--- src/rtl/phy_regs_defines.svh ---
// Purpose: offsets, field positions, reset values and timing counts of the base register bank
// Assumes: byte address is four times the register index, one register per aligned word
// Notes: bit position 0 of an 8-bit register is its lsb
`ifndef PHY_REGS_DEFINES_SVH
`define PHY_REGS_DEFINES_SVH

// register indices
`define IDX_NODE_IDENTITY_STATUS 4'h0
`define IDX_RESET_CONTROL_GAP 4'h1
`define IDX_EXTENSION_PORT_COUNT 4'h2
`define IDX_SPEED_AND_LATENCY 4'h3
`define IDX_LINK_CONTENDER_POWER 4'h4
`define IDX_INTERRUPT_AND_FEATURE 4'h5
`define IDX_RESERVED_SIX 4'h6
`define IDX_PAGE_AND_PORT_SELECT 4'h7
`define IDX_FIRST_PAGED 4'h8
`define ADDR_SPAN 32'h0000_0040

// node_identity_status fields
`define NODE_NUMBER_MSB 7
`define NODE_NUMBER_LSB 2
`define ROOT_BIT 1
`define CABLE_POWER_BIT 0

// reset_control_gap fields
`define ROOT_HOLDOFF_BIT 7
`define LONG_RESET_BIT 6
`define GAP_MSB 5
`define GAP_LSB 0
`define GAP_RESET 6'h3F

// constant register fields
`define EXTENDED_CODE 3'h7
`define NUM_PORTS 4'h3
`define SPEED_CODE 3'h2
`define DELAY_CODE 4'h0
`define JITTER_CODE 3'h0

// link_contender_power fields
`define LINK_ACTIVE_BIT 7
`define CONTENDER_BIT 6
`define PWR_CLASS_MSB 2
`define PWR_CLASS_LSB 0

// interrupt_and_feature fields
`define RESUME_EN_BIT 7
`define SHORT_RESET_BIT 6
`define CONFIG_TO_BIT 5
`define CABLE_DROP_BIT 4
`define STATE_TO_BIT 3
`define PORT_EVENT_BIT 2
`define ACCEL_ARB_BIT 1
`define MIXED_SPEED_BIT 0

// page_and_port_select fields
`define PAGE_MSB 7
`define PAGE_LSB 5
`define PORT_MSB 3
`define PORT_LSB 0
`define PAGE_RSVD_FIRST 3'h2
`define PAGE_RSVD_LAST 3'h6

// timing
`define CLK_PERIOD_PS 5000
`define LONG_RESET_NS 166000
`define SHORT_RESET_NS 1300
`define LONG_RESET_CYCLES ((`LONG_RESET_NS * 1000) / `CLK_PERIOD_PS)
`define SHORT_RESET_CYCLES ((`SHORT_RESET_NS * 1000) / `CLK_PERIOD_PS)

`endif

--- src/rtl/phy_regs_pkg.sv ---
// Purpose: types shared by the register bank and its bench
// Assumes: constants live in phy_regs_defines.svh
// Notes: one-hot codes for the reset sequencer
package phy_regs_pkg;

	typedef enum logic [3:0] {
		RST_IDLE = 4'b0001,
		RST_WAIT = 4'b0010,
		RST_LONG = 4'b0100,
		RST_SHORT = 4'b1000
	} reset_state_t;

	// events from the phy core, one-cycle pulses
	typedef struct packed {
		logic bus_reset;
		logic self_id_done;
		logic root_found;
		logic config_timeout;
		logic state_timeout;
		logic port_change;
		logic resume_start;
		logic gap_load;
	} phy_events_t;

	// fields carried into the self-id packet
	typedef struct packed {
		logic link_bit;
		logic contender_bit;
		logic [2:0] pwr_class;
	} self_id_fields_t;

endpackage : phy_regs_pkg

--- src/rtl/phy_base_registers.sv ---
// Purpose: base and paged register bank of a three-port serial-bus phy, apb slave
// Assumes: all inputs synchronous to pclk, phy core supplies event pulses and paged data
// Notes: zero-wait apb while ce is high (pready follows ce), read data sampled in the setup cycle
//
// The APB interface to the registers was left to the implementer.
`timescale 1ns/1ps
`default_nettype none
`include "phy_regs_defines.svh"

// Functional notes
// - sixteen registers: indices 0-7 fixed, 8h-Fh paged
// - page select field in register 7 picks one of eight pages
// - base register contents never depend on selected page
// - reserved registers and fields read zero
// - pages two through six read zero entirely
// - node number invalid from bus reset until self-id completes
// - root flag cleared by bus reset, set when node becomes root
// - cable power flag mirrors cable power input, zero means dropped
// - root holdoff writable, cleared by hardware reset, kept by bus reset
// - writing one to long reset request starts 166 us bus reset
// - long reset waits for traffic to end; request cleared by resets
// - six-bit gap set by register write or config packet
// - gap to 3Fh on hardware reset or two resets without update
// - extended set code reads 111b
// - port count reads three
// - speed capability reads 010b
// - repeater latency field reads zero
// - link active set by hardware reset, AND with link power into self-id
// - contender loads pin level at hardware reset, copied to self-id
// - repeater spread field reads zero
// - contender/link-on pin input only during hardware reset
// - four interrupt flags cleared by hardware reset or writing one
// - power class loads from pins at hardware reset, kept by bus reset
// - page zero with unimplemented port reads zero
module phy_base_registers #(
	parameter int unsigned LONG_RESET_CYCLES = `LONG_RESET_CYCLES,
	parameter int unsigned SHORT_RESET_CYCLES = `SHORT_RESET_CYCLES,
	parameter int unsigned CNT_W = 16,
	parameter logic [3:0] PORT_COUNT = `NUM_PORTS
) (
	input wire logic pclk,
	input wire logic presetn,
	input wire logic ce,
	input wire logic psel,
	input wire logic penable,
	input wire logic pwrite,
	input wire logic [31:0] paddr,
	input wire logic [31:0] pwdata,
	input wire logic [3:0] pstrb,
	output logic [31:0] prdata,
	output logic pready,
	output logic pslverr,
	input wire phy_regs_pkg::phy_events_t events,
	input wire logic [5:0] node_number_in,
	input wire logic [5:0] gap_in,
	input wire logic cable_power_in,
	input wire logic link_power_status,
	input wire logic line_busy,
	input wire logic [2:0] power_class_pins,
	input wire logic link_on_req,
	input wire logic contender_linkon_in,
	output logic contender_linkon_out,
	output logic contender_linkon_oe,
	input wire logic [7:0] paged_rdata,
	output logic [2:0] page_sel,
	output logic [3:0] port_sel,
	output logic [2:0] paged_index,
	output logic node_number_valid,
	output logic [5:0] gap_count,
	output logic root_holdoff,
	output logic accel_arbitration_enable,
	output logic mixed_speed_concat_enable,
	output logic bus_reset_drive,
	output logic bus_reset_long,
	output phy_regs_pkg::self_id_fields_t self_id_fields
);

	////////////////////////////////////////////////////////////////////////
	// declarations
	logic [5:0] node_number;
	logic root_flag;
	logic long_reset_request;
	logic short_reset_request;
	logic link_active;
	logic contender;
	logic [2:0] pwr_class;
	logic resume_event_enable;
	logic config_timeout_flag;
	logic cable_power_drop_flag;
	logic state_timeout_flag;
	logic port_event_flag;
	logic cable_power_prev;
	logic gap_armed;
	logic strap_pending;
	phy_regs_pkg::reset_state_t state;
	phy_regs_pkg::reset_state_t next_state;
	logic [CNT_W-1:0] count;
	logic reset_done;
	logic any_bus_reset;
	logic setup_rd;
	logic wr_go;
	logic addr_ok;
	logic [3:0] idx;
	logic [7:0] wbyte;
	logic [7:0] next_rbyte;

	////////////////////////////////////////////////////////////////////////
	// apb decode
	assign idx = paddr[5:2];
	assign wbyte = pwdata[7:0];
	assign addr_ok = (paddr < `ADDR_SPAN) && (paddr[1:0] == 2'b00);
	assign pready = ce;
	assign pslverr = psel && penable && !addr_ok;
	assign setup_rd = ce && psel && !penable && !pwrite && addr_ok;
	assign wr_go = ce && psel && penable && pwrite && addr_ok && pstrb[0];
	assign any_bus_reset = events.bus_reset || reset_done;

	////////////////////////////////////////////////////////////////////////
	// node identity and root
	always_ff @(posedge pclk or negedge presetn) begin
		if (!presetn) begin
			node_number <= 6'h00;
			node_number_valid <= 1'b0;
		end else if (ce) begin
			if (any_bus_reset) begin
				node_number_valid <= 1'b0;
			end else if (events.self_id_done) begin
				node_number <= node_number_in;
				node_number_valid <= 1'b1;
			end
		end
	end

	always_ff @(posedge pclk or negedge presetn) begin
		if (!presetn) begin
			root_flag <= 1'b0;
		end else if (ce) begin
			if (any_bus_reset) begin
				root_flag <= 1'b0;
			end else if (events.root_found) begin
				root_flag <= 1'b1;
			end
		end
	end

	////////////////////////////////////////////////////////////////////////
	// reset_control_gap
	always_ff @(posedge pclk or negedge presetn) begin
		if (!presetn) begin
			root_holdoff <= 1'b0;
		end else if (ce && wr_go && idx == `IDX_RESET_CONTROL_GAP) begin
			root_holdoff <= wbyte[`ROOT_HOLDOFF_BIT];
		end
	end

	always_ff @(posedge pclk or negedge presetn) begin
		if (!presetn) begin
			long_reset_request <= 1'b0;
		end else if (ce) begin
			if (wr_go && idx == `IDX_RESET_CONTROL_GAP && wbyte[`LONG_RESET_BIT]) begin
				long_reset_request <= 1'b1;
			end else if (any_bus_reset) begin
				long_reset_request <= 1'b0;
			end
		end
	end

	always_ff @(posedge pclk or negedge presetn) begin
		if (!presetn) begin
			gap_count <= `GAP_RESET;
			gap_armed <= 1'b0;
		end else if (ce) begin
			if (wr_go && idx == `IDX_RESET_CONTROL_GAP) begin
				gap_count <= wbyte[`GAP_MSB:`GAP_LSB];
				gap_armed <= 1'b0;
			end else if (events.gap_load) begin
				gap_count <= gap_in;
				gap_armed <= 1'b0;
			end else if (any_bus_reset) begin
				if (gap_armed) begin
					gap_count <= `GAP_RESET;
				end
				gap_armed <= 1'b1;
			end
		end
	end

	////////////////////////////////////////////////////////////////////////
	// link_contender_power and pin strap
	always_ff @(posedge pclk or negedge presetn) begin
		if (!presetn) begin
			link_active <= 1'b1;
		end else if (ce && wr_go && idx == `IDX_LINK_CONTENDER_POWER) begin
			link_active <= wbyte[`LINK_ACTIVE_BIT];
		end
	end

	always_ff @(posedge pclk or negedge presetn) begin
		if (!presetn) begin
			strap_pending <= 1'b1;
			contender <= 1'b0;
			pwr_class <= 3'h0;
		end else if (ce) begin
			if (strap_pending) begin
				strap_pending <= 1'b0;
				contender <= contender_linkon_in;
				pwr_class <= power_class_pins;
			end else if (wr_go && idx == `IDX_LINK_CONTENDER_POWER) begin
				contender <= wbyte[`CONTENDER_BIT];
				pwr_class <= wbyte[`PWR_CLASS_MSB:`PWR_CLASS_LSB];
			end
		end
	end

	assign contender_linkon_oe = !strap_pending;

	always_ff @(posedge pclk or negedge presetn) begin
		if (!presetn) begin
			contender_linkon_out <= 1'b0;
		end else if (ce) begin
			contender_linkon_out <= link_on_req && !strap_pending;
		end
	end

	assign self_id_fields.link_bit = link_active && link_power_status;
	assign self_id_fields.contender_bit = contender;
	assign self_id_fields.pwr_class = pwr_class;

	////////////////////////////////////////////////////////////////////////
	// interrupt_and_feature
	always_ff @(posedge pclk or negedge presetn) begin
		if (!presetn) begin
			resume_event_enable <= 1'b0;
			accel_arbitration_enable <= 1'b0;
			mixed_speed_concat_enable <= 1'b0;
		end else if (ce && wr_go && idx == `IDX_INTERRUPT_AND_FEATURE) begin
			resume_event_enable <= wbyte[`RESUME_EN_BIT];
			accel_arbitration_enable <= wbyte[`ACCEL_ARB_BIT];
			mixed_speed_concat_enable <= wbyte[`MIXED_SPEED_BIT];
		end
	end

	always_ff @(posedge pclk or negedge presetn) begin
		if (!presetn) begin
			short_reset_request <= 1'b0;
		end else if (ce) begin
			if (wr_go && idx == `IDX_INTERRUPT_AND_FEATURE && wbyte[`SHORT_RESET_BIT]) begin
				short_reset_request <= 1'b1;
			end else if (any_bus_reset) begin
				short_reset_request <= 1'b0;
			end
		end
	end

	always_ff @(posedge pclk or negedge presetn) begin
		if (!presetn) begin
			cable_power_prev <= 1'b1;
		end else if (ce) begin
			cable_power_prev <= cable_power_in;
		end
	end

	sticky_flag u_config_timeout (
		.pclk(pclk),
		.presetn(presetn),
		.ce(ce),
		.set(events.config_timeout),
		.clear(wr_go && idx == `IDX_INTERRUPT_AND_FEATURE && wbyte[`CONFIG_TO_BIT]),
		.flag(config_timeout_flag)
	);

	sticky_flag u_cable_drop (
		.pclk(pclk),
		.presetn(presetn),
		.ce(ce),
		.set(cable_power_prev && !cable_power_in),
		.clear(wr_go && idx == `IDX_INTERRUPT_AND_FEATURE && wbyte[`CABLE_DROP_BIT]),
		.flag(cable_power_drop_flag)
	);

	sticky_flag u_state_timeout (
		.pclk(pclk),
		.presetn(presetn),
		.ce(ce),
		.set(events.state_timeout),
		.clear(wr_go && idx == `IDX_INTERRUPT_AND_FEATURE && wbyte[`STATE_TO_BIT]),
		.flag(state_timeout_flag)
	);

	sticky_flag u_port_event (
		.pclk(pclk),
		.presetn(presetn),
		.ce(ce),
		.set(events.port_change || (resume_event_enable && events.resume_start)),
		.clear(wr_go && idx == `IDX_INTERRUPT_AND_FEATURE && wbyte[`PORT_EVENT_BIT]),
		.flag(port_event_flag)
	);

	////////////////////////////////////////////////////////////////////////
	// page_and_port_select
	always_ff @(posedge pclk or negedge presetn) begin
		if (!presetn) begin
			page_sel <= 3'h0;
			port_sel <= 4'h0;
		end else if (ce && wr_go && idx == `IDX_PAGE_AND_PORT_SELECT) begin
			page_sel <= wbyte[`PAGE_MSB:`PAGE_LSB];
			port_sel <= wbyte[`PORT_MSB:`PORT_LSB];
		end
	end

	assign paged_index = idx[2:0];

	////////////////////////////////////////////////////////////////////////
	// bus reset sequencer
	always_comb begin
		next_state = state;
		case (state)
			phy_regs_pkg::RST_IDLE: begin
				if (long_reset_request || short_reset_request) begin
					next_state = phy_regs_pkg::RST_WAIT;
				end
			end
			phy_regs_pkg::RST_WAIT: begin
				if (events.bus_reset) begin
					next_state = phy_regs_pkg::RST_IDLE;
				end else if (!line_busy) begin
					next_state = long_reset_request ? phy_regs_pkg::RST_LONG
						: phy_regs_pkg::RST_SHORT;
				end
			end
			phy_regs_pkg::RST_LONG: begin
				if (count == CNT_W'(LONG_RESET_CYCLES - 1)) begin
					next_state = phy_regs_pkg::RST_IDLE;
				end
			end
			phy_regs_pkg::RST_SHORT: begin
				if (count == CNT_W'(SHORT_RESET_CYCLES - 1)) begin
					next_state = phy_regs_pkg::RST_IDLE;
				end
			end
			default: begin
				next_state = phy_regs_pkg::RST_IDLE;
			end
		endcase
	end

	always_ff @(posedge pclk or negedge presetn) begin
		if (!presetn) begin
			state <= phy_regs_pkg::RST_IDLE;
			count <= '0;
		end else if (ce) begin
			state <= next_state;
			if (next_state != state) begin
				count <= '0;
			end else begin
				count <= count + 1'b1;
			end
		end
	end

	assign bus_reset_drive = (state == phy_regs_pkg::RST_LONG) || (state == phy_regs_pkg::RST_SHORT);
	assign bus_reset_long = (state == phy_regs_pkg::RST_LONG);
	assign reset_done = bus_reset_drive && (next_state == phy_regs_pkg::RST_IDLE) && ce;

	////////////////////////////////////////////////////////////////////////
	// read mux, bit position 0 is the lsb
	always_comb begin
		next_rbyte = 8'h00;
		if (idx == `IDX_NODE_IDENTITY_STATUS) begin
			next_rbyte = {node_number, root_flag, cable_power_in};
		end else if (idx == `IDX_RESET_CONTROL_GAP) begin
			next_rbyte = {root_holdoff, long_reset_request, gap_count};
		end else if (idx == `IDX_EXTENSION_PORT_COUNT) begin
			next_rbyte = {`EXTENDED_CODE, 1'b0, PORT_COUNT};
		end else if (idx == `IDX_SPEED_AND_LATENCY) begin
			next_rbyte = {`SPEED_CODE, 1'b0, `DELAY_CODE};
		end else if (idx == `IDX_LINK_CONTENDER_POWER) begin
			next_rbyte = {link_active, contender, `JITTER_CODE, pwr_class};
		end else if (idx == `IDX_INTERRUPT_AND_FEATURE) begin
			next_rbyte = {resume_event_enable, short_reset_request, config_timeout_flag,
				cable_power_drop_flag, state_timeout_flag, port_event_flag,
				accel_arbitration_enable, mixed_speed_concat_enable};
		end else if (idx == `IDX_PAGE_AND_PORT_SELECT) begin
			next_rbyte = {page_sel, 1'b0, port_sel};
		end else if (idx >= `IDX_FIRST_PAGED) begin
			if (page_sel >= `PAGE_RSVD_FIRST && page_sel <= `PAGE_RSVD_LAST) begin
				next_rbyte = 8'h00;
			end else if (page_sel == 3'h0 && port_sel >= PORT_COUNT) begin
				next_rbyte = 8'h00;
			end else begin
				next_rbyte = paged_rdata;
			end
		end
	end

	always_ff @(posedge pclk or negedge presetn) begin
		if (!presetn) begin
			prdata <= 32'h0000_0000;
		end else if (setup_rd) begin
			prdata <= {24'h00_0000, next_rbyte};
		end
	end

endmodule : phy_base_registers
`default_nettype wire

--- src/rtl/sticky_flag.sv ---
// Purpose: one hardware-set, write-one-to-clear status flag
// Assumes: set and clear are single-cycle qualified pulses
// Notes: set wins over clear in the same cycle
`timescale 1ns/1ps
`default_nettype none
module sticky_flag (
	input wire logic pclk,
	input wire logic presetn,
	input wire logic ce,
	input wire logic set,
	input wire logic clear,
	output logic flag
);

	always_ff @(posedge pclk or negedge presetn) begin
		if (!presetn) begin
			flag <= 1'b0;
		end else if (ce) begin
			if (set) begin
				flag <= 1'b1;
			end else if (clear) begin
				flag <= 1'b0;
			end
		end
	end

endmodule : sticky_flag
`default_nettype wire
--- config.mk ---
export PLATFORM = sky130hd
export DESIGN_NAME = phy_base_registers
export DESIGN_NICKNAME = d
export VERILOG_FILES = /design/src/rtl/phy_regs_pkg.sv /design/src/rtl/phy_base_registers.sv /design/src/rtl/sticky_flag.sv
export VERILOG_INCLUDE_DIRS = /design/src /design/src/rtl
export SDC_FILE = /design/constraint.sdc
export NUM_CORES = 1
export LEC_CHECK = 0
export ABC_AREA = 1
export ABC_CLOCK_PERIOD_IN_PS = 3600
export BUFFER_PORTS_ARGS = -buffer_cell sky130_fd_sc_hd__buf_2
export CAP_MARGIN = 40
export CORE_MARGIN = 2
export CORE_UTILIZATION = 53
export DETAILED_ROUTE_END_ITERATION = 10
export PLACE_DENSITY = 0.9
export SYNTH_ARGS = -nofsm -noshare
export SYNTH_HDL_FRONTEND = slang
export SYNTH_HIERARCHICAL = 1
export SYNTH_SLANG_ARGS = --single-unit
--- constraint.sdc ---
create_clock -name pclk -period 3.6 [get_ports pclk]
set_input_delay 0.18 -clock pclk [delete_from_list [all_inputs] [get_ports pclk]]
set_output_delay 0.18 -clock pclk [all_outputs]
set_load 0.03 [all_outputs]
## After elaboration in Yosys (flattened, before gate mapping)

Index checks and enable logic that the tools add are counted.
W data, S select, Z words.

| storage, ports and cells | value |
|---|---|
| bits in registers | 68 |
| input port bits | 110 |
| output and inout port bits | 63 |
| logic and storage cells | 159 |

| cells by class | value |
|---|---|
| add/subtract/negate cells | 1 |
| $lt $le $gt $ge | 5 |
| equal/unequal tests | 14 |
| multiplexer cells | 44 |
| bitwise gates (word level) | 1 |
| reduce and logical (&&, ||, !) cells | 68 |

Operators with widths:

| kind | count |
|---|---|
| $mux W8 | 10 |
| $logic_and A1 B1 Y1 | 33 |
| $lt A32 B7 Y1 const B | 1 |
| $mux W4 | 6 |
| $mux W6 | 4 |
| $mux W1 | 20 |
| $reduce_and A2 Y1 | 10 |
| $reduce_bool A2 Y1 | 9 |
| $add A16 B1 Y16 const B | 1 |
| $eq A16 B16 Y1 const B | 1 |
| $eq A16 B9 Y1 const B | 1 |
| $eq A4 B3 Y1 const B | 4 |
| $mux W16 | 1 |
| $pmux W4 S4 | 1 |
| $eq A4 B1 Y1 const B | 3 |
| $eq A4 B2 Y1 const B | 3 |
| $mux W3 | 2 |
| $reduce_and A3 Y1 | 2 |
| $reduce_bool A3 Y1 | 2 |
| $logic_not A1 Y1 | 5 |
| $eq A4 B4 Y1 const B | 1 |
| $ge A4 B2 Y1 const B | 1 |
| $ge A4 B4 Y1 const B | 1 |
| $logic_not A4 Y1 | 1 |
| other kinds (7) | 10 |

## Longest topological paths before layout

Gate-level depths: netlist of the first run.

| logic depth | value |
|---|---|
| depth in word-level cells | 12 |
| mapped depth | 13 |
| depth with buffers taken out | 13 |

## By module

Netlist of the first run, hierarchy kept.

Modules (own cells, without submodules):

| module | instances | cells each | area each (sq um) | seq. area each (sq um) |
|---|---|---|---|---|
| phy_base_registers | 1 | 551 | 4022.6 | 1614.0 |
| sticky_flag | 4 | 5 | 40.0 | 25.0 |

## Worst setup path after synthesis of the first run

OpenSTA, ideal clock, no wires.

| timing path | value |
|---|---|
| path type | register to register |
| start point | register state[3] |
| end point | register count[8] |
| setup time | 73 ps |
| arrival | 1620 ps |
| required time | 3527 ps |
| slack | 1907 ps |
| cell stages (with the launch flop) | 11 |
| buffers on the path | 1 |
| clock period less this slack | 1693 ps |
| path through | dfrtp_1 inv_1 nand2_1 a21oi_2 nor2_1 nor2_1 nand3_1 nand2_2 nand3_4 buf_6 a21oi_2 |

| between the ends | value |
|---|---|
| cells in the longest elaborated chain, start to end | 5 |
| elaborated cells on any way between the ends | 12 |
| those cells by class | eq/ne (5); mux (7) |

RTL lines:

| item | RTL line | RTL |
|---|---|---|
| start: declaration | phy_base_registers.sv:95 | `phy_regs_pkg::reset_state_t state;` |
| start signal: assignment | phy_base_registers.sv:349 | `state <= phy_regs_pkg::RST_IDLE;` |
| start signal: assignment | phy_base_registers.sv:352 | `state <= next_state;` |
| $mux W4 | phy_base_registers.sv:326 | `end else if (!line_busy) begin` |
| $mux W4 | phy_base_registers.sv:324 | `if (events.bus_reset) begin` |
| $pmux W4 S4 | phy_base_registers.sv:317 | `case (state)` |
| $ne A4 B4 Y1 * | phy_base_registers.sv:353 | `if (next_state != state) begin` |
| $mux W16 * | phy_base_registers.sv:353 |  |
| end signal: assignment | phy_base_registers.sv:356 | `count <= count + 1'b1;` |
| end: declaration | phy_base_registers.sv:97 | `logic [CNT_W-1:0] count;` |

Every way passes the cells marked *; elsewhere a longest branch is shown, timed or not.
A chain may end at the register's enable or synchronous reset.

## Worst setup path in the final report of the first run

| timing path | value |
|---|---|
| start point | register count[0] |
| end point | register count[0] |

| between the ends | value |
|---|---|
| cells in the longest elaborated chain, start to end | 5 |
| elaborated cells on any way between the ends | 8 |
| those cells by class | add/sub (1); eq/ne (3); mux (4) |

RTL lines:

| item | RTL line |
|---|---|
| $eq A16 B9 Y1 or $eq A16 B16 Y1 (tied branches) | phy_base_registers.sv:337, phy_base_registers.sv:332 |
| $mux W4 (on tied branches) | phy_base_registers.sv:337, phy_base_registers.sv:332 |
| $pmux W4 S4 | phy_base_registers.sv:317 |
| $ne A4 B4 Y1 | phy_base_registers.sv:353 |
| $mux W16 * | phy_base_registers.sv:353 |

Marked as above.

==> results of run 1 <==
## Yosys cell counts (all sizes together)
cell / count
nand4: 11
a21o: 1
clkbuf: 3
nor3: 9
inv: 56
dfrtp: 58
xor2: 9
nand2: 162
buf: 37
a22o: 1
nor3b: 2
nor2: 67
ha: 1
conb: 1
dfstp: 10
o22ai: 4
or2: 4
a21oi: 41
nand3: 37
nand3b: 2
a221oi: 1
o21ai: 53
clkinv: 1
## per-stage QoR
step | cells | setup WS (ns)
CTS | 796 | 1.64
global placement | 779 | 1.64
floorplan | 594 | 1.91
finish | 796 | 1.63
detailed placement | 780 | 1.57
global route | 796 | 1.42
## path summary, 6_finish.rpt
kind,depth (start not counted),end,start,slack (ns)
min,3,node_number[3],node_number_in[3],0.02
min reg2reg,2,prdata[7],prdata[7],0.48
max in group asynchronous,3,strap_pending,presetn,2.64
max,12,count[0],count[0],1.63
min in group asynchronous,2,node_number[5],presetn,0.26
max reg2reg,12,count[0],count[0],1.63
## where the power goes
group / internal [mW] / leakage (nW) / total [mW] / switching, mW
Sequential: 0.836 / 0.867 / 0.891 / 0.0544
Clock: 0.245 / 0.0811 / 0.546 / 0.300
Combinational: 0.160 / 1.60 / 0.544 / 0.384
## cell type report
class / count / area share, %
inverter: 57 / 4.33
tap: 102 / 2.59
clock inverter: 6 / 0.862
timing repair buffer: 125 / 13.2
multi-input combinational: 429 / 41.8
sequential: 68 / 34.7
clock buffer: 9 / 2.51
## logic make-up (layout without fill, tap and decap cells)
| kind of cell | after synthesis | count (layout) | synth area share (%) |
|---|---|---|---|
| AO/OA/AOI/OAI | 101 | 101 | 13.4 |
| XOR/XNOR | 9 | 9 | 1.88 |
| adder cells (fa/ha/maj) | 1 | 1 | 0.299 |
| buffers and inverters | 97 | 197 | 11.8 |
| flip-flops | 68 | 68 | 41.0 |
| other | 1 | 24 | 0.0897 |
| AND/OR/NAND/NOR | 294 | 294 | 31.6 |
## state kept, by name, summed over array words and instances (netlist names), 3 cells and up
register,flops
count,16
prdata,8
gap_count,6
node_number,6
port_sel,4
state,4
page_sel,3
pwr_class,3
## routing by layer
layer | track usage, % | up-vias | part of all wire [%]
met4 | 11.0 | 0 | 3.0
met1 | 31.2 | 1959 | 38
li1 | - | 2036 | -
met3 | 5.78 | 34 | 8.8
met5 | 0 | - | 0
met2 | 49.0 | 225 | 50
## worst max-delay path, delay by kind of cell (launching register included)
| family | cells | cell delay (ns) |
|---|---|---|
| buffers and inverters | 1 | 0.08 |
| and+or+nand+nor | 8 | 0.78 |
| adders and majority gates | 1 | 0.27 |
| AOI/OAI and AO/OA | 2 | 0.34 |
| DFF | 1 | 0.41 |
==> flow_metrics.py, run 1 <==
metrics = {
    "sta": {
        "slew_viol_final": 0,
        "final-hold-violation-count": 0,
        "rsz0062_at_grt": "false",
        "max_freq_mhz": 507,
        "finalCritPeriodShare_pct": 54.8,
        "finClkSkew_ns": 0.0128,
        "setup_viol": 0,
        "slew_headroom_pct": 42.0,
        "finalSetupTns_ns": 0,
        "hold_ws_ns": 0.0227,
        "tightest_slew_ns": 0.866,
        "period_needed_ns": 1.97,
    },
    "global_route": {
        "grt_max_degree": 35,
        "grt.total_usage_pct": 27.2,
        "grt_pass1_wl_um": 18300,
        "antenna_found_initial": 0,
        "grt_remaining_overflow": 0,
        "grt_pass1_vias": 4011,
    },
    "critical_path": {
        "crit_chain": "ha_1, inv_1, nor2_1, nand2_1, nor2_1, nand2_1, nand2_1, o21ai_0, nand2_1, nor2_2, nand3_4, o21ai_0",
        "critPathLaunchType": "flip-flop",
        "slowest_stage": "dfrtp_1",
        "critical_path_class": "reg2reg",
        "worstPathArrival_ns": 2.24,
        "max_stage_delay_ns": 0.41,
        "cpMostUsedCell": "nand2_1",
        "crit_required_ns": 3.87,
        "cp_max_fo": 16,
        "end_kind": "flip-flop",
    },
    "synthesis": {
        "synth_area_leaders": "dfrtp_1 35%, nand2_1 14%, dfstp_2 6.3%",
        "syn_area_per_cell_um2": 7.33,
        "synth_warnings": 6,
        "ys_seq_area_share_pct": 41.0,
        "synth_area_um2": 4180,
        "ys_ff_latch": 68,
        "yosys.area.top_type": "dfrtp_1",
        "synth_cell_types": 37,
        "syn_inst": 571,
        "yosysTopAreaCellShare_pct": 34.7,
    },
    "layout": {
        "nets": 801,
        "final_cell_mix": "157 x nand2_1, 121 x buf_2, 60 x nor2_1, 58 x dfrtp_1, 50 x inv_1",
        "final_common_cell": "nand2_1",
        "fin_util_pct": 64.2,
        "seq_area_um2": 1710,
        "area_growth_pct": 18.0,
        "drive_gt1_share_pct": 27.7,
        "n_antenna_cell": 0,
        "multiInputGateArea_um2": 2060,
        "num-fill-cells": 677,
        "design_area_um2": 4940,
    },
    "place": {
        "dpl.hpwl_um": 8880,
        "dpl_cell_area_um2": 4760,
        "numPortBuffers": 121,
        "gp_congestion": 0.931,
    },
    "run": {
        "drv_cap": 0,
    },
    "status": {
        "outcome": "finished, final reports clean",
    },
    "detailed_routing": {
        "wirelength_um": 11600,
        "drc_errors": 0,
        "drtAntennaViolNets": 0,
        "wl_per_cell_um": 14.6,
        "vias_per_cell": 5.34,
        "dr.pass1.iters": 5,
        "drt_iter0_drc": 258,
        "vias": 4254,
    },
    "clocking": {
        "clock_latency_ns": 0.36,
        "postCtsSetupRepairBufs": 0,
        "cts_resized": 0,
        "cts_tree": "yes",
        "htreeDepth": 3,
        "hold_buffers": 1,
        "path_clk_slew_ns": 0.08,
        "cts.sinks": 68,
        "clock_path_buffers": 2,
        "cts_buffers": 9,
        "root_buffer": "clkbuf_8",
    },
    "floorplan": {
        "rows": 32,
        "die_h_um": 92.8,
        "die_area_um2": 8620,
        "die_w_um": 92.8,
        "core_area_um2": 7690,
        "initial_core_util_pct": 54.4,
        "ioPinCount": 173,
    },
    "power": {
        "p_leak_nw": 2.55,
        "ir_worst_vdd_uv": 288,
        "power_mw": 1.98,
        "p_per_area_nw_per_um2": 401,
    },
    "hold_path": {
        "hold_class": "in2reg",
    },
}
No activity file was read; power rests on OpenSTA's default activity.
==> inputs of run 2 (changes only) <==
--- a/config.mk
+++ b/config.mk
@@ -6,14 +6,14 @@
 export SDC_FILE = /design/constraint.sdc
 export NUM_CORES = 1
 export LEC_CHECK = 0
-export ABC_AREA = 1
-export ABC_CLOCK_PERIOD_IN_PS = 3600
+export ABC_AREA = 0
+export ABC_CLOCK_PERIOD_IN_PS = 2100
 export BUFFER_PORTS_ARGS = -buffer_cell sky130_fd_sc_hd__buf_2
 export CAP_MARGIN = 40
 export CORE_MARGIN = 2
-export CORE_UTILIZATION = 53
+export CORE_UTILIZATION = 48
 export DETAILED_ROUTE_END_ITERATION = 10
-export PLACE_DENSITY = 0.9
+export PLACE_DENSITY = 0.83
 export SYNTH_ARGS = -nofsm -noshare
 export SYNTH_HDL_FRONTEND = slang
 export SYNTH_HIERARCHICAL = 1
==> constraint.sdc (replaced) <==
create_clock -name pclk -period 2.1 [get_ports pclk]
set_input_delay 0.105 -clock pclk [delete_from_list [all_inputs] [get_ports pclk]]
set_output_delay 0.105 -clock pclk [all_outputs]
set_load 0.03 [all_outputs]
==> flow_metrics.py, run 2 <==
metrics = {
    "status": {
        "outcome": "finished, final reports clean",
    },
    "synthesis": {
        "synth_warnings": 6,
        "syn_area_per_cell_um2": 9.62,
        "ys_ff_latch": 68,
        "synth_ff_type": "dfrtp_1",
        "synth_area_leaders": "dfrtp_1 36%, mux2_2 6.7%, dfstp_2 6.5%",
        "synth_edf_count": 0,
        "synth_area_um2": 4050,
        "syn_inst": 421,
        "yosysTopAreaCellShare_pct": 35.8,
        "async_reset_ff_share_pct": 100,
        "ys_seq_area_share_pct": 42.3,
        "synth_cell_types": 64,
        "yosys.area.top_type": "dfrtp_1",
        "synth.top_cells.by_count": "58 x dfrtp_1, 36 x nor2_1, 29 x buf_4, 29 x o21ai_0, 28 x nand2_1",
        "synth.most_common_cell": "dfrtp_1",
    },
    "detailed_routing": {
        "drtAntennaViolNets": 0,
        "dr.pass1.iters": 4,
        "drt_iter0_drc": 248,
        "vias": 3654,
        "wirelength_um": 10500,
        "vias_per_cell": 5.48,
        "drc_errors": 0,
        "wl_per_cell_um": 15.7,
    },
    "layout": {
        "regMostFlops": "count",
        "area_growth_pct": 24.6,
        "reg_top3": "count (16), prdata (8)",
        "final_cell_mix": "121 x buf_2, 58 x dfrtp_1, 36 x nor2_1, 28 x nand2_1, 28 x o21ai_0",
        "fin_util_pct": 61.4,
        "largest_reg_flops": 16,
        "final_common_cell": "buf_2",
        "n_antenna_cell": 0,
        "nets": 668,
        "drive_gt1_share_pct": 39.9,
    },
    "clocking": {
        "cts_buffers": 9,
        "cts_tree": "yes",
        "htreeDepth": 3,
        "cts.sinks": 68,
        "root_buffer": "clkbuf_8",
        "postCtsSetupRepairBufs": 0,
        "clock_path_buffers": 2,
        "path_clk_slew_ns": 0.07,
        "clock_latency_ns": 0.35,
    },
    "power": {
        "ir_worst_vdd_uv": 375,
        "p_per_area_nw_per_um2": 633,
        "power_mw": 3.19,
        "p_leak_nw": 2.47,
    },
    "critical_path": {
        "crit_required_ns": 2.37,
        "critical_path_class": "reg2reg",
        "worstPathArrival_ns": 2.28,
        "end_kind": "flip-flop",
        "critPathLaunchType": "flip-flop",
        "cp_max_fo": 6,
    },
    "sta": {
        "slew_viol_final": 0,
        "period_needed_ns": 2.01,
        "hold_ws_ns": 0.0255,
        "max_freq_mhz": 497,
        "finalCritPeriodShare_pct": 95.8,
        "finClkSkew_ns": 0.0116,
        "final-hold-violation-count": 0,
        "worst_slack_ns": 0.0877,
        "setup_viol": 0,
    },
    "place": {
        "gp_congestion": 0.894,
        "numPortBuffers": 121,
        "dp_slack_ns": -0.00945,
        "dpl.hpwl_um": 7990,
    },
    "global_route": {
        "grt.total_usage_pct": 24.1,
        "antenna_found_initial": 0,
        "grt_remaining_overflow": 0,
        "grt_pass1_vias": 3459,
        "grt_max_degree": 69,
        "grt_pass1_wl_um": 16900,
    },
    "run": {
        "drv_cap": 0,
    },
    "floorplan": {
        "die_area_um2": 9190,
        "die_w_um": 95.8,
        "die_h_um": 95.8,
        "core_area_um2": 8220,
        "rows": 33,
        "ioPinCount": 173,
        "initial_core_util_pct": 49.3,
    },
    "hold_path": {
        "hold_class": "in2reg",
    },
}
run 2: cell types whose count changed after synthesis, moves of 8 or more:
cell	delta
nand2_1	-129
nor2b_1	+10
o21ai_0	-13
nand3_1	-19
mux2_2	+24
clkbuf_1	+8
a21oi_1	-10
inv_1	-36
nor2_1	-24
a21oi_2	-11
and3_1	+8
o21ai_1	-9
run 2: layer usage:
| metal | vias up | share of wire [%] | GRT usage, % |
|---|---|---|---|
| met5 | - | 0 | 0 |
| met3 | 17 | 7.9 | 5.48 |
| met4 | 0 | 1.9 | 8.93 |
| met2 | 169 | 47 | 38.6 |
| met1 | 1750 | 43 | 32.1 |
| li1 | 1718 | - | - |
run 2: final cells by class:
cell class              count  area [um2]
inverters                  14        52.6
fillers                   689        3170
repair buffers            147         846
flip-flops and latches     68        1710
clock buffers              13         149
multi-input cells         317        2110
clock inverters             3        40.0
well taps                 105         131
run 2: cell families after synthesis:
kind of cell | synth area share, %
AO/OA/AOI/OAI | 14.9
XOR/XNOR | 2.81
adder cells (fa/ha/maj) | 0.309
buffers and inverters | 8.59
flip-flops | 42.3
multiplexers | 11.3
other | 0.0926
AND/OR/NAND/NOR | 19.7
run 2: timing repair:
action | in CTS | in global routing
endpoints found under the setup margin | 12 | 23
pin swaps | 0 | 2
hold endpoints to repair | 65 | 0
hold buffers | 8 | 0
resized for setup | 2 | 7
run 2: final timing paths:
check | startpoint | end | slack [ns] | cells after the start
worst max-delay path | count[1] | gap_count[2] | 0.09 | 9
worst min-delay path | pwdata[4] | gap_count[4] | 0.03 | 2
worst max register to register | count[1] | gap_count[2] | 0.09 | 9
worst min register to register | prdata[0] | prdata[0] | 0.48 | 2
max in group asynchronous | presetn | link_active | 1.44 | 3
min in group asynchronous | presetn | pwr_class[1] | 0.28 | 3
run 2: worst max-delay path, cell delays in order (launching register included):
cell     delay, ns
dfrtp_1       0.41
ha_1          0.22
and3_1        0.23
nand4_1       0.16
o22ai_2       0.12
buf_4         0.16
o21ai_2       0.15
buf_4         0.17
a21oi_1       0.07
mux2_2        0.26
run 2: through the flow:
step	cells	TNS [ns]	cell area, um2
3_3_place_gp	643	0	4740
4_1_cts	667	0	5010
2_1_floorplan	444	0	4140
5_1_grt	667	-0.0149	5050
3_5_place_dp	643	-0.0155	4740
6_report	667	0	5050
run 2: power by group:
group	internal [mW]	switching (mW)	leakage (nW)	total [mW]
sequential	1.40	0.0752	0.865	1.48
clock	0.579	0.481	0.0974	1.06
combinational	0.267	0.392	1.51	0.659
total	2.25	0.948	2.47	3.19
==> inputs of run 3 (changes only) <==
--- a/config.mk
+++ b/config.mk
@@ -7,13 +7,14 @@
 export NUM_CORES = 1
 export LEC_CHECK = 0
 export ABC_AREA = 0
-export ABC_CLOCK_PERIOD_IN_PS = 2100
+export ABC_CLOCK_PERIOD_IN_PS = 2350
 export BUFFER_PORTS_ARGS = -buffer_cell sky130_fd_sc_hd__buf_2
-export CAP_MARGIN = 40
+export CAP_MARGIN = 20
+export CORE_ASPECT_RATIO = 0.6
 export CORE_MARGIN = 2
-export CORE_UTILIZATION = 48
+export CORE_UTILIZATION = 52
 export DETAILED_ROUTE_END_ITERATION = 10
-export PLACE_DENSITY = 0.83
+export PLACE_DENSITY = 0.89
 export SYNTH_ARGS = -nofsm -noshare
 export SYNTH_HDL_FRONTEND = slang
 export SYNTH_HIERARCHICAL = 1
==> constraint.sdc (replaced) <==
create_clock -name pclk -period 2.35 [get_ports pclk]
set_input_delay 0.1175 -clock pclk [delete_from_list [all_inputs] [get_ports pclk]]
set_output_delay 0.1175 -clock pclk [all_outputs]
set_load 0.03 [all_outputs]
==> flow_metrics.py, run 3 (same netlist as run 2, synthesis figures left out) <==
metrics = {
    "run": {
        "drv_cap": 0,
    },
    "place": {
        "dpl.hpwl_um": 8790,
        "dp_slack_ns": -0.0486,
        "gp_congestion": 0.967,
        "numPortBuffers": 121,
        "dpl_cell_area_um2": 4660,
        "placedCellCount": 632,
    },
    "layout": {
        "design_area_um2": 5000,
        "n_antenna_cell": 0,
        "regMostFlops": "count",
        "final_cells": 650,
        "final_cell_mix": "121 x buf_2, 58 x dfrtp_1, 36 x nor2_1, 29 x o21ai_0, 28 x nand2_1",
        "area_growth_pct": 23.5,
        "largest_reg_flops": 16,
        "drive_gt1_share_pct": 39.2,
        "fin_util_pct": 67.7,
        "reg_top3": "count (16), prdata (8)",
        "nets": 652,
        "final_common_cell": "buf_2",
    },
    "detailed_routing": {
        "met3_length_um": 1240,
        "top_layer": "met4",
        "drt_iter0_drc": 418,
        "vias": 3744,
        "wirelength_um": 11800,
        "drtAntennaViolNets": 0,
        "drc_errors": 0,
        "wl_met1_um": 5120,
        "vias_per_cell": 5.76,
        "dr.pass1.iters": 5,
        "wl_per_cell_um": 18.1,
        "wl_met2_um": 5190,
    },
    "floorplan": {
        "die_w_um": 118,
        "die_h_um": 72.4,
        "rows": 24,
        "core_area_um2": 7390,
        "die_area_um2": 8530,
        "initial_core_util_pct": 54.8,
        "ioPinCount": 173,
    },
    "critical_path": {
        "critPathLaunchType": "flip-flop",
        "end_kind": "flip-flop",
        "crit_chain": "ha_1, and3_1, nand4_1, o22ai_2, nor2_1, and3_2, mux2_4",
        "slowest_stage": "dfrtp_1",
        "crit_required_ns": 2.57,
        "max_stage_delay_ns": 0.41,
        "worst-path-buf-inv": 0,
        "worstPathArrival_ns": 2.41,
        "critical_path_class": "reg2reg",
        "cp_max_fo": 6,
        "crit_family": "simple AND/OR/NAND/NOR gates",
    },
    "clocking": {
        "root_buffer": "clkbuf_16",
        "path_clk_slew_ns": 0.06,
        "cts_buffers": 9,
        "cts.sinks": 68,
        "clock_path_buffers": 2,
        "cts_tree": "yes",
        "htreeDepth": 3,
        "clock_latency_ns": 0.34,
    },
    "global_route": {
        "grt_pass1_wl_um": 18800,
        "grt_pass1_vias": 3609,
        "grt.total_usage_pct": 28.6,
        "grt_max_degree": 69,
        "antenna_found_initial": 0,
        "grt_remaining_overflow": 0,
    },
    "sta": {
        "tightest_slew_ns": 0.588,
        "period_needed_ns": 2.20,
        "hold_ws_ns": 0.0136,
        "finClkSkew_ns": 0.00621,
        "slew_headroom_pct": 60.7,
        "slew_viol_final": 0,
        "setup_viol": 0,
        "final-hold-violation-count": 0,
        "max_freq_mhz": 455,
        "finalCritPeriodShare_pct": 93.6,
        "worst_slack_ns": 0.151,
        "rsz0062_at_grt": "false",
    },
    "status": {
        "outcome": "finished, final reports clean",
    },
    "power": {
        "ir_worst_vdd_uv": 470,
        "p_per_area_nw_per_um2": 656,
        "p_leak_nw": 2.45,
    },
    "hold_path": {
        "hold_class": "in2reg",
    },
}
[run 3: cell types whose count changed in the layout (fill, tap and decap cells not counted), moves of 3 or more]
cell	previous run	this run
buf_4	16	6
clkbuf_1	3	0
clkbuf_16	0	9
dlygate4sd3_1	8	1
clkbuf_8	10	2
[run 3: where the power goes]
part           internal, mW  switching, mW  leakage (nW)
clock                 0.871          0.502         0.155
combinational         0.227          0.357          1.43
sequential             1.25         0.0706         0.865
total                  2.35          0.930          2.45
[run 3: cell type report]
cell class              instances  area (um2)
clock inverters                 5        50.0
repair buffers                131         721
flip-flops and latches         68        1710
well taps                     104         130
inverters                      14        52.6
clock buffers                  11         253
fillers                       609        2380
multi-input cells             317        2080
[run 3: metal layers]
layer	GRT usage, %	vias to the layer above
met5	0	-
met3	10.8	28
met4	9.24	0
met2	43.3	207
li1	-	1695
met1	38.3	1814
[run 3: worst paths after layout]
kind | start | depth (start not counted) | slack (ns) | endpoint
worst max-delay path | count[0] | 7 | 0.15 | node_number[2]
worst min-delay path | events[4] | 2 | 0.01 | u_config_timeout/flag
worst max register to register | count[0] | 7 | 0.15 | node_number[2]
worst min register to register | prdata[7] | 2 | 0.49 | prdata[7]
max in group asynchronous | presetn | 3 | 1.67 | gap_count[1]
min in group asynchronous | presetn | 3 | 0.34 | prdata[6]
[run 3: worst register-to-register path, cell delays in order (launching register included)]
cell	delay, ns
dfrtp_1	0.41
ha_1	0.25
and3_1	0.24
nand4_1	0.17
o22ai_2	0.14
nor2_1	0.20
and3_2	0.34
mux2_4	0.32
[run 3: metrics by stage]
| stage | power, mW | setup TNS (ns) |
|---|---|---|
| floorplan | 1.71 | 0 |
| global route | 3.41 | 0 |
| detailed placement | 1.90 | -0.0704 |
| global placement | 1.88 | 0 |
| finish | 3.28 | 0 |
| CTS | 3.28 | 0 |
[run 3: timing repair]
item / in CTS / in global routing
buffers inserted: 0 / 1
endpoints found under the hold margin: 58 / 0
hold buffers: 1 / 0
pin swaps: 0 / 1
resized for setup: 1 / 1
endpoints found under the setup margin: 3 / 9
